$ cat src/inc/swpsc_pkg.sv
// Purpose: shared types and constants for the switch power state controller
// Assumes: single 40 MHz clock, APB register access
// Notes: the standby delay figure is a plain default, shortened in simulation
package swpsc_pkg;

    // operating states of the switch
    typedef enum logic [2:0] {
        ST_SLEEP = 3'b000,
        ST_DIAG = 3'b001,
        ST_ACTIVE = 3'b010,
        ST_STBY = 3'b011,
        ST_LPM = 3'b100
    } swpsc_state_type;

    // what the sense output is told to present
    typedef enum logic [1:0] {
        SNS_OFF = 2'b00,
        SNS_ZERO = 2'b01,
        SNS_PROPORTIONAL = 2'b10,
        SNS_FAULT_HIGH = 2'b11
    } swpsc_sense_type;

    // clock and standby delay
    localparam int CLK_PERIOD_NS = 25;
    localparam int STBY_TIME_US = 1000;
    localparam int STBY_CYCLES = STBY_TIME_US * 1000 / CLK_PERIOD_NS;
    localparam int COUNT_W = 32;

    // register map, byte addresses
    localparam int ADDR_W = 8;
    localparam logic [7:0] OFS_STATUS = 8'h00;
    localparam logic [7:0] OFS_CTRL = 8'h04;

    // status field positions
    localparam int ST_STATE_LSB = 0;
    localparam int ST_CHAN_LSB = 3;
    localparam int ST_UVLO_BIT = 5;
    localparam int ST_FAULT_BIT = 6;
    localparam int ST_LPM_BIT = 7;
    localparam int ST_SENSE_LSB = 8;

    // control field positions and reset value
    localparam int CTRL_DIAG_BIT = 0;
    localparam logic CTRL_DIAG_RESET = 1'b0;

    // whole state of the controller
    typedef struct packed {
        swpsc_state_type state;
        logic [COUNT_W-1:0] count;
        logic uv_lockout;
        logic diag_prev;
        logic sw_diag;
        logic [1:0] channel_on;
        logic fault_level;
        logic fault_oe_n;
        swpsc_sense_type sense;
        logic low_power_mode;
        logic [31:0] prdata;
        logic pready;
        logic pslverr;
    } swpsc_regs_type;

    // fault pin released, everything else cleared
    localparam swpsc_regs_type REGS_RESET = '{
        state: ST_SLEEP,
        count: 32'h0000_0000,
        uv_lockout: 1'b0,
        diag_prev: 1'b0,
        sw_diag: CTRL_DIAG_RESET,
        channel_on: 2'h0,
        fault_level: 1'b0,
        fault_oe_n: 1'b1,
        sense: SNS_OFF,
        low_power_mode: 1'b0,
        prdata: 32'h0000_0000,
        pready: 1'b0,
        pslverr: 1'b0
    };

endpackage

$ cat src/rtl/swpsc_controller.sv
// Purpose: operating state controller of a dual channel high side switch
// Assumes: all pin inputs synchronous to pclk; analog comparators outside
// Notes: fault pin is open drain, output enable low while pulling low
//
// Local design decisions: register access over APB and the register offsets.
`timescale 1ns/1ps
`default_nettype none

// What this block does
// shut down at fall threshold, resume at rise
// ground loss disables every channel
// supply loss switches every output off
// sleep: all off, leave only on enable or diagnostic enable
// sleep exits to active, else diagnostic
// supply below fall threshold forces sleep
// diagnostic enable rising enters diagnostic state from sleep or standby, active from low power
// off-state diagnostics: open load, short to battery
// fault pin any channel, sense selected only
// diagnostic enable low: active or standby delay
// any channel on means active state
// active with diagnostics: sense proportional until fault
// active: fault pin reports any channel
// all off in active: diagnostic or standby
// standby delay elapses, then sleep
// standby: enable to active, diagnostic to diagnostic
// low current past delay enters low power
// low power: protected, no diagnostics or faults
// open-drain fault pin, silent in sleep, low power
// one counter, restarts when condition lapses
module swpsc_controller #(
    parameter int unsigned STBY_CYCLES = swpsc_pkg::STBY_CYCLES
) (
    input wire logic pclk,
    input wire logic presetn,
    input wire logic psel,
    input wire logic penable,
    input wire logic pwrite,
    input wire logic [swpsc_pkg::ADDR_W-1:0] paddr,
    input wire logic [31:0] pwdata,
    output logic [31:0] prdata,
    output logic pready,
    output logic pslverr,
    input wire logic [1:0] channel_enable_n,
    input wire logic diagnostic_enable,
    input wire logic channel_select,
    input wire logic supply_at_fall,
    input wire logic supply_at_rise,
    input wire logic ground_lost,
    input wire logic supply_lost,
    input wire logic [1:0] load_below_lpm,
    input wire logic [1:0] overcurrent_fault,
    input wire logic [1:0] offstate_fault,
    output logic [1:0] channel_on,
    output logic fault_flag_n_out,
    output logic fault_flag_n_oe_n,
    output swpsc_pkg::swpsc_sense_type sense_output,
    output logic low_power_mode
);

    ////////////////////////////////////////////////////////////////////////
    // state and derived conditions

    swpsc_pkg::swpsc_regs_type r;
    swpsc_pkg::swpsc_regs_type next_r;

    logic diag;
    logic diag_rise;
    logic any_en;
    logic low_cur;
    logic next_uv;
    logic powered;
    logic delay_done;
    logic qualify;
    logic [1:0] ch_fault;
    logic report;
    logic sel_en;
    logic apb_setup;
    logic apb_done;
    logic hit_status;
    logic hit_ctrl;
    logic [31:0] status_word;

    // last count value of the shared delay, then the next edge moves on
    localparam logic [swpsc_pkg::COUNT_W-1:0] COUNT_LAST =
        swpsc_pkg::COUNT_W'(STBY_CYCLES - 1);

    // pin and software request for diagnostics
    assign diag = diagnostic_enable | r.sw_diag;
    assign diag_rise = diag & ~r.diag_prev;
    assign any_en = |channel_enable_n;
    // every enabled channel under the entry current
    assign low_cur = &(load_below_lpm | ~channel_enable_n);
    assign delay_done = r.count >= COUNT_LAST;
    assign sel_en = channel_enable_n[channel_select];

    // undervoltage lockout with hysteresis
    always_comb begin
        next_uv = r.uv_lockout;
        if (supply_at_fall) begin
            next_uv = 1'b1;
        end else if (supply_at_rise) begin
            next_uv = 1'b0;
        end
    end

    // loss of ground or supply removes all power
    assign powered = ~next_uv & ~ground_lost & ~supply_lost; // see R2

    // per channel faults: on-state overcurrent, off-state when diagnosing
    assign ch_fault = (channel_enable_n & overcurrent_fault)
        | (~channel_enable_n & offstate_fault & {2{diag}});

    ////////////////////////////////////////////////////////////////////////
    // apb decode

    assign apb_setup = psel & penable & ~r.pready;
    assign apb_done = psel & penable & r.pready;
    assign hit_status = paddr == swpsc_pkg::OFS_STATUS;
    assign hit_ctrl = paddr == swpsc_pkg::OFS_CTRL;

    // status word seen by software
    always_comb begin
        status_word = 32'h0000_0000;
        status_word[swpsc_pkg::ST_STATE_LSB +: 3] = r.state;
        status_word[swpsc_pkg::ST_CHAN_LSB +: 2] = r.channel_on;
        status_word[swpsc_pkg::ST_UVLO_BIT] = r.uv_lockout;
        status_word[swpsc_pkg::ST_FAULT_BIT] = ~r.fault_oe_n;
        status_word[swpsc_pkg::ST_LPM_BIT] = r.low_power_mode;
        status_word[swpsc_pkg::ST_SENSE_LSB +: 2] = r.sense;
    end

    ////////////////////////////////////////////////////////////////////////
    // next state of everything

    always_comb begin
        next_r = r;
        next_r.uv_lockout = next_uv;
        next_r.diag_prev = diag;
        next_r.fault_level = 1'b0;

        // operating state machine
        unique case (r.state)
            swpsc_pkg::ST_SLEEP: begin
                if (any_en) begin
                    next_r.state = swpsc_pkg::ST_ACTIVE;
                end else if (diag) begin
                    next_r.state = swpsc_pkg::ST_DIAG; // see R4
                end
            end
            swpsc_pkg::ST_DIAG: begin
                if (any_en) begin
                    next_r.state = swpsc_pkg::ST_ACTIVE;
                end else if (!diag) begin
                    next_r.state = swpsc_pkg::ST_STBY;
                end
            end
            swpsc_pkg::ST_ACTIVE: begin
                if (!any_en) begin
                    next_r.state = diag ? swpsc_pkg::ST_DIAG
                        : swpsc_pkg::ST_STBY;
                end else if (low_cur && !diag && delay_done) begin
                    next_r.state = swpsc_pkg::ST_LPM;
                end
            end
            swpsc_pkg::ST_STBY: begin
                if (any_en) begin
                    next_r.state = swpsc_pkg::ST_ACTIVE;
                end else if (diag) begin
                    next_r.state = swpsc_pkg::ST_DIAG; // see R16
                end else if (delay_done) begin
                    next_r.state = swpsc_pkg::ST_SLEEP;
                end
            end
            swpsc_pkg::ST_LPM: begin
                if (!any_en) begin
                    next_r.state = swpsc_pkg::ST_STBY;
                end else if (diag_rise || diag || !low_cur) begin
                    next_r.state = swpsc_pkg::ST_ACTIVE;
                end
            end
            default: begin
                next_r.state = swpsc_pkg::ST_SLEEP;
            end
        endcase

        // no power overrides every state
        if (!powered) begin
            next_r.state = swpsc_pkg::ST_SLEEP; // see R6
        end

        // shared delay counter restarts whenever its condition lapses
        qualify = (r.state == swpsc_pkg::ST_STBY)
            || (r.state == swpsc_pkg::ST_ACTIVE && any_en && low_cur && !diag);
        if (qualify && next_r.state == r.state) begin
            if (!delay_done) begin
                next_r.count = r.count + 1'b1;
            end
        end else begin
            next_r.count = '0;
        end

        // channels conduct only in active or low power
        if (next_r.state == swpsc_pkg::ST_ACTIVE
            || next_r.state == swpsc_pkg::ST_LPM) begin
            next_r.channel_on = channel_enable_n;
        end else begin
            next_r.channel_on = 2'h0; // see R4 see R2
        end
        next_r.low_power_mode = next_r.state == swpsc_pkg::ST_LPM;

        // fault pin: any channel, silent in sleep and low power
        report = next_r.state == swpsc_pkg::ST_DIAG
            || next_r.state == swpsc_pkg::ST_ACTIVE
            || next_r.state == swpsc_pkg::ST_STBY;
        next_r.fault_oe_n = ~(report && |ch_fault); // see R9 see R13

        // sense pin follows the selected channel only
        next_r.sense = swpsc_pkg::SNS_OFF;
        if (diag && (next_r.state == swpsc_pkg::ST_DIAG
            || next_r.state == swpsc_pkg::ST_ACTIVE)) begin
            if (ch_fault[channel_select]) begin
                next_r.sense = swpsc_pkg::SNS_FAULT_HIGH;
            end else if (next_r.state == swpsc_pkg::ST_ACTIVE && sel_en) begin
                next_r.sense = swpsc_pkg::SNS_PROPORTIONAL;
            end else begin
                next_r.sense = swpsc_pkg::SNS_ZERO;
            end
        end

        // apb slave: one wait state, error on unmapped address
        next_r.pready = apb_setup;
        if (apb_setup) begin
            next_r.pslverr = ~(hit_status | hit_ctrl);
            next_r.prdata = 32'h0000_0000;
            if (!pwrite && hit_status) begin
                next_r.prdata = status_word;
            end else if (!pwrite && hit_ctrl) begin
                next_r.prdata[swpsc_pkg::CTRL_DIAG_BIT] = r.sw_diag;
            end
        end else begin
            next_r.pslverr = 1'b0;
        end
        if (apb_done && pwrite && hit_ctrl) begin
            next_r.sw_diag = pwdata[swpsc_pkg::CTRL_DIAG_BIT];
        end
    end

    // state register
    always_ff @(posedge pclk or negedge presetn) begin
        if (!presetn) begin
            r <= swpsc_pkg::REGS_RESET;
        end else begin
            r <= next_r;
        end
    end

    ////////////////////////////////////////////////////////////////////////
    // outputs straight from flops

    assign prdata = r.prdata;
    assign pready = r.pready;
    assign pslverr = r.pslverr;
    assign channel_on = r.channel_on;
    assign fault_flag_n_out = r.fault_level;
    assign fault_flag_n_oe_n = r.fault_oe_n;
    assign sense_output = r.sense;
    assign low_power_mode = r.low_power_mode;

    // supply stays good across the next edge
    logic steady_power;
    assign steady_power = !supply_at_fall && !ground_lost && !supply_lost
        && !(r.uv_lockout && !supply_at_rise);
endmodule

`default_nettype wire

$ cat config.mk
export PLATFORM = sky130hd
export DESIGN_NAME = swpsc_controller
export DESIGN_NICKNAME = d
export VERILOG_FILES = /design/src/inc/swpsc_pkg.sv /design/src/rtl/swpsc_controller.sv
export SDC_FILE = /design/constraint.sdc
export NUM_CORES = 1
export LEC_CHECK = 0
export BUFFER_PORTS_ARGS = -buffer_cell sky130_fd_sc_hd__buf_2
export CORE_MARGIN = 8
export CORE_UTILIZATION = 55
export CTS_BUF_LIST = sky130_fd_sc_hd__clkbuf_2
export DETAILED_ROUTE_END_ITERATION = 10
export PLACE_DENSITY = 0.87
export RECOVER_POWER = 25
export SETUP_SLACK_MARGIN = 0.3
export SYNTH_ARGS = -nofsm -noshare
export SYNTH_HDL_FRONTEND = slang
export SYNTH_SLANG_ARGS = --single-unit
$ cat constraint.sdc
create_clock -name pclk -period 3.85 [get_ports pclk]
set_clock_uncertainty 0.05 [all_clocks]
set_input_delay 0.1925 -clock pclk [delete_from_list [all_inputs] [get_ports pclk]]
set_output_delay 0.1925 -clock pclk [all_outputs]
set_load 0.02 [all_outputs]
=== Word-level counts from Yosys, hierarchy flattened ===
Index checks and enable logic that the tools add are counted.

* Eq/ne operators: 11
* Reductions and logical operators: 27
* $mul: 0
* $add $sub $neg: 1
* Shift-type cells: 0
* $lt $le $gt $ge: 2
* Div/mod/pow operators: 0
* Bitwise logic cells: 22
* Muxes and demuxes: 30

{| class="wikitable"
|+ Operators with widths
! operator !! number
|-
| two-way mux 32 bit || 2
|-
| two-way mux 3 bit || 12
|-
| adder 32 x 1 -> 32 bit (second input constant) || 1
|-
| >= comparator 32 x 16 -> 1 bit (second input constant) || 1
|-
| one-hot mux 3 bit (5 select lines) || 1
|-
| logical AND 1 bit || 13
|-
| equality test 3 x 2 -> 1 bit (second input constant) || 4
|-
| two-way mux 2 bit || 5
|-
| two-way mux 1 bit || 9
|-
| two-way mux 9 bit || 1
|-
| equality test 8 x 3 -> 1 bit (second input constant) || 1
|-
| zero test 8 bit || 1
|-
| NOT 1 bit || 8
|-
| AND 1 bit || 6
|-
| AND 2 bit || 3
|-
| equality test 3 x 1 -> 1 bit (second input constant) || 2
|-
| equality test 3 bit (second input constant) || 2
|-
| logical OR 1 bit || 6
|-
| bitwise OR 2 bit || 2
|-
| OR reduction 2 bit || 2
|-
| equality test 3 bit || 1
|-
| zero test 1 bit || 3
|-
| zero test 3 bit || 1
|-
| less-than comparator 1 x 2 -> 1 bit (second input constant) || 1
|-
| 4 further kinds || 5
|}

* ROM bits: 0
* Memories kept: 0
* Bits in registers: 78
* Bits of input ports: 59
* Memory bits (writable): 0
* Word-level logic and storage cells: 105
* Output and inout bits: 41
* Bits in latches: 0

=== Longest topological paths before layout ===
* Depth in word-level cells: 14
* Gate-level depth with buffers: 9
* Mapped depth without buffers: 7

=== Least setup slack after synthesis ===
OpenSTA, ideal clock, no wires.

* Kind: register to register
* Start: register r[41] (netlist bit)
* End: register r[59] (netlist bit)
* Cell stages (with the launch flop): 9
* Arrival time: 2146 ps
* Path slack: 1530 ps
* Setup time: 123 ps
* Clock period less this slack: 2320 ps
* Data required time: 3677 ps
* Buffers on the path: 2
* Cells stage by stage: dfrtp_1 -> or2_4 -> or4_4 -> o311ai_1 -> nor3b_2 -> or3_1 -> buf_6 -> buf_12 -> nor2_4

* Cells in the longest elaborated chain, start to end: 11
* Elaborated cells on any way between the ends: 26
* Those cells by class: eq/ne: 2; mux: 14; bitwise: 2; reduce/logical: 8

{| class="wikitable"
|+ Ends and longest elaborated chain
! what !! RTL line !! source
|-
| start: declaration || swpsc_controller.sv:63 || <nowiki>swpsc_pkg::swpsc_regs_type r;</nowiki>
|-
| start signal: assignment || swpsc_controller.sv:251 || <nowiki>r <= swpsc_pkg::REGS_RESET;</nowiki>
|-
| start signal: assignment || swpsc_controller.sv:253 || <nowiki>r <= next_r;</nowiki>
|-
| bitwise OR 1 bit * || swpsc_controller.sv:88 || <nowiki>assign diag = diagnostic_enable | r.sw_diag;</nowiki>
|-
| AND 1 bit or zero test 1 bit (tied branches) || swpsc_controller.sv:89, swpsc_controller.sv:161, swpsc_controller.sv:193 ||
|-
| logical OR 1 bit or logical AND 1 bit (tied branches) (2 in a row) || swpsc_controller.sv:177, swpsc_controller.sv:161 ||
|-
| two-way mux 3 bit (on tied branches) || swpsc_controller.sv:177, swpsc_controller.sv:161 ||
|-
| two-way mux 3 bit (on tied branches) || swpsc_controller.sv:175, swpsc_controller.sv:158 ||
|-
| one-hot mux 3 bit (5 select lines) || swpsc_controller.sv:142 || <nowiki>unique case (r.state)</nowiki>
|-
| two-way mux 3 bit || swpsc_controller.sv:187 || <nowiki>if (!powered) begin</nowiki>
|-
| equality test 3 bit || swpsc_controller.sv:194 || <nowiki>if (qualify && next_r.state == r.state) begin</nowiki>
|-
| logical AND 1 bit * || swpsc_controller.sv:194 ||
|-
| inequality test 2 bit (no line) or two-way mux 32 bit (tied branches) || - ||
|}

Every way passes the cells marked *; elsewhere a longest branch is shown, timed or not.
A chain may end at the register's enable or synchronous reset.

==> results by group <==
Outcome
  – Result of the run: complete, but fails checks
  – Violated checks: capacitance limit, slew limit

STA
  – Post-route setup slack: 897.6 ps
  – Max frequency: 338.7 MHz
  – RSZ-0062 raised after global routing: no
  – Sum of negative setup slack: 0 ps
  – Minimum hold slack: 36.40 ps
  – Number of failing setup endpoints in the final timing report: 0
  – Final worst-path cycle share: 76.69%
  – Worst slew pin tran: 2786 ps
  – Slew Viols, Final: 56
  – Time the worst path needs with I/O delays and setup: 2952 ps
  – Final hold viol count: 0
  – Slew margin rel.: -85.70%

Critical path
  – Cell type group with the largest total delay on the critical path: simple AND/OR/NAND/NOR gates
  – Type of the setup path with the least slack: reg -> reg
  – Cell type of the slowest stage on the worst timing path: dlygate4sd3_1
  – Nature of the critical path endpoint: flip-flop
  – Worst Path Max Fanout: 5
  – Signal arrival time at the worst endpoint: 3310 ps
  – Critical path's largest stage delay: 570 ps
  – Cells along the critical path: or2_4 > or4_4 > o311ai_1 > nor3b_2 > nor2_1 > o22ai_1 > dlygate4sd3_1
  – Bufs and invs on worst path: 1
  – Worst Setup Start Kind: flip-flop
  – CP Data Required Time: 4210 ps

Floorplanning
  – DIE HEIGHT: 87.05 um
  – Core area: 4977 sq um
  – Number of placement rows: 26
  – DIE AREA: 7578 sq um
  – Die outline width: 87.05 um
  – Number of primary I/O pins: 100
  – Effective utilization at floorplan: 55.78%

Place
  – Buffers added on ports: 45
  – Placed wire-length estimate: 3963 um
  – Worst slack at placement: 1247 ps
  – Global placer's final weighted congestion: 0.9243
  – Area after detailed placement: 2919 sq um
  – Number of cells after detailed placement: 376

Layout
  – Syn-to-layout area delta: 11.31%
  – Area of all placed cells without fillers: 3090 sq um
  – Most common cell after layout, fill and taps aside: dfrtp_1
  – Most frequent cells in the layout: 54 x dfrtp_1, 45 x buf_2, 39 x conb_1, 22 x nor2_1, 21 x nand2_1
  – Final layout net count: 385
  – Final core occ: 62.09%
  – Final cell count without fillers: 397
  – Share of cells above drive strength 1: 22.70%

Yosys
  – Fraction of synthesis flops using an asynchronous set or reset pin: 100.0%
  – Biggest area consumer among synthesized cells: dfrtp_1
  – Share of the yosys chip area belonging to registers: 49.62%
  – Distinct cell type count after synthesis: 46
  – Number of synthesized register bits: 55
  – Post-Syn Instances: 265
  – Mean cell area of the mapped netlist: 10.48 sq um
  – Warnings from Yosys: 0
  – Top cells by area in the synthesized netlist: dfrtp_1 49%, buf_4 10%, nor2_4 4.1%, nor2_1 3.0%, nand2_1 2.8%
  – Post-synthesis instance area: 2776 sq um
  – Primary FF master, synth: dfrtp_1
  – Count of flip-flops with a built-in enable after synthesis: 0
  – Proportion of netlist area held by the largest area contributor: 48.67%

Power
  – Maximum VDD drop: 0.0001400 V
  – Switching Power: 0.2586 mW
  – Share of total power in combinational logic: 10.2%
  – Total power after layout: 0.9338 mW
  – Clock share of power: 25.9%
  – Static Leak: 1.422 nW
  – Internal power summed over all cells: 0.6752 mW
  – Power density over cell area: 302.1 nW/um^2
  – Net switching share of the total power: 27.69%
  – Reg power frac: 63.9%

Global routing
  – Total grt overflow: 0
  – Via count of the first global-routing pass: 2024
  – GRT Total Usage: 15.33%
  – Antenna violations before repair: 0
  – Wire length of the first global-routing pass: 9190 um
  – Maximum number of pins on one net before global-route repair: 56

Drt
  – Starting DRT DRC Count: 170
  – Pre-antenna DRT Iters: 4
  – DRC violations left: 0
  – Detailed-route vias per instance: 5.020
  – Remaining antenna violation count: 0
  – Total detailed-routing wirelength: 5603 um
  – Routed len/inst: 14.11 um
  – Vias: 1993

Clock network
  – Post-CTS clock slew at the launch and capture registers of the worst setup and hold paths: 280 ps
  – Clock root buffer: clkbuf_2
  – Clock latency at the later pin of the worst-skew pair: 440 ps
  – Clock sinks: 55
  – H-tree depth reported by CTS: 2
  – Number of buffers created by CTS: 5
  – Number of setup buffers added after CTS: 0
  – Clock tree from TritonCTS: yes
  – Worst-case clock buffer depth: 2

Hold path
  – Kind of path behind the tightest hold check: in -> reg

Flow run
  – Max Cap Viol: 1
-- logic make-up (layout without fill, tap and decap cells) --
| group | Yosys count | after routing | share of synthesized area, % |
|---|---|---|---|
| DFF | 55 | 55 | 49.62 |
| xor gates and xnor gates | 15 | 15 | 4.732 |
| adders and majority gates | 1 | 1 | 0.4506 |
| muxes | 5 | 5 | 1.893 |
| buffers and inverters | 49 | 72 | 12.48 |
| AOI/OAI and AO/OA | 38 | 38 | 10.10 |
| other | 1 | 40 | 0.1351 |
| and+or+nand+nor | 101 | 101 | 20.59 |
-- cells in the mapped netlist (all sizes together) (2+ instances only) --
cell type and n:
dfrtp 54, buf 39, nor2 32, nand2 21, nand3 10, o21ai 10, xor2 8, nor3 7
nor4 7, xnor2 7, a22o 6, clkbuf 5, inv 5, a21oi 4, and3 4, nand2b 4
a31oi 3, and2 3, mux2i 3, nand4 3, or2 3, a211o 2, a32o 2, mux2 2
nor2b 2, o2111ai 2, o31ai 2, o32ai 2
-- flip-flops by register name, summed over array words and instances (netlist names) --
| name | flops |
|---|---|
| sense_output | 2 |
| low_power_mode | 1 |
| fault_flag_n_oe_n | 1 |
| prdata | 10 |
| r | 37 |
| pslverr | 1 |
| pready | 1 |
| channel_on | 2 |
-- final timing paths --
check | start | endpoint | slack [ps] | cells past startpoint
worst max-delay path | r[41] | fault_flag_n_oe_n | 900 | 7
worst min-delay path | paddr[2] | prdata[0] | 40 | 3
max in group asynchronous | presetn | prdata[4] | 1060 | 3
min in group asynchronous | presetn | r[66] | 1160 | 3
worst min register to register | prdata[0] | prdata[0] | 460 | 2
worst max register to register | r[41] | fault_flag_n_oe_n | 900 | 7
-- area by class of cell --
class,instances,area [sq um]
Sequential cell,55,1378
Clock inverter,3,27.53
Clock buffer,5,25.02
Tap cell,70,87.58
Antenna cell,1,2.502
Fill cell,388,1887
Multi-Input combinational cell,199,1195
Inverter,5,18.77
Timing Repair Buffer,59,356.6
-- routing by layer --
metal	share of wire [%]	track usage (%)	up-vias
li1	-	-	958
met1	38	16.29	946
met2	53	27.69	72
met3	5.6	3.302	17
met4	3.6	7.981	0
met5	0	0	-
-- power groups by stage --
stage | logic [mW] | registers [mW] | clock network (mW)
final | 0.0954 | 0.596 | 0.242
after global routing | 0.106 | 0.598 | 0.268
after global placement | 0.0822 | 0.605 | 0
after CTS | 0.0933 | 0.596 | 0.250
after floorplan | 0.0671 | 0.606 | 0
after detailed placement | 0.0840 | 0.605 | 0
-- worst register-to-register path, stage by stage (launching register included) --
cell           delay [ps]
dfrtp_1               510
or2_4                 300
or4_4                 550
o311ai_1              310
nor3b_2               290
nor2_1                150
o22ai_1               190
dlygate4sd3_1         570
-- what timing repair did --
item | 4_1_cts | 5_1_grt
hold buffers | 12 | 0
hold endpoints to repair | 61 | 0
resized for setup | 0 | 0
Note: power is estimated with default switching activity, not from simulation.
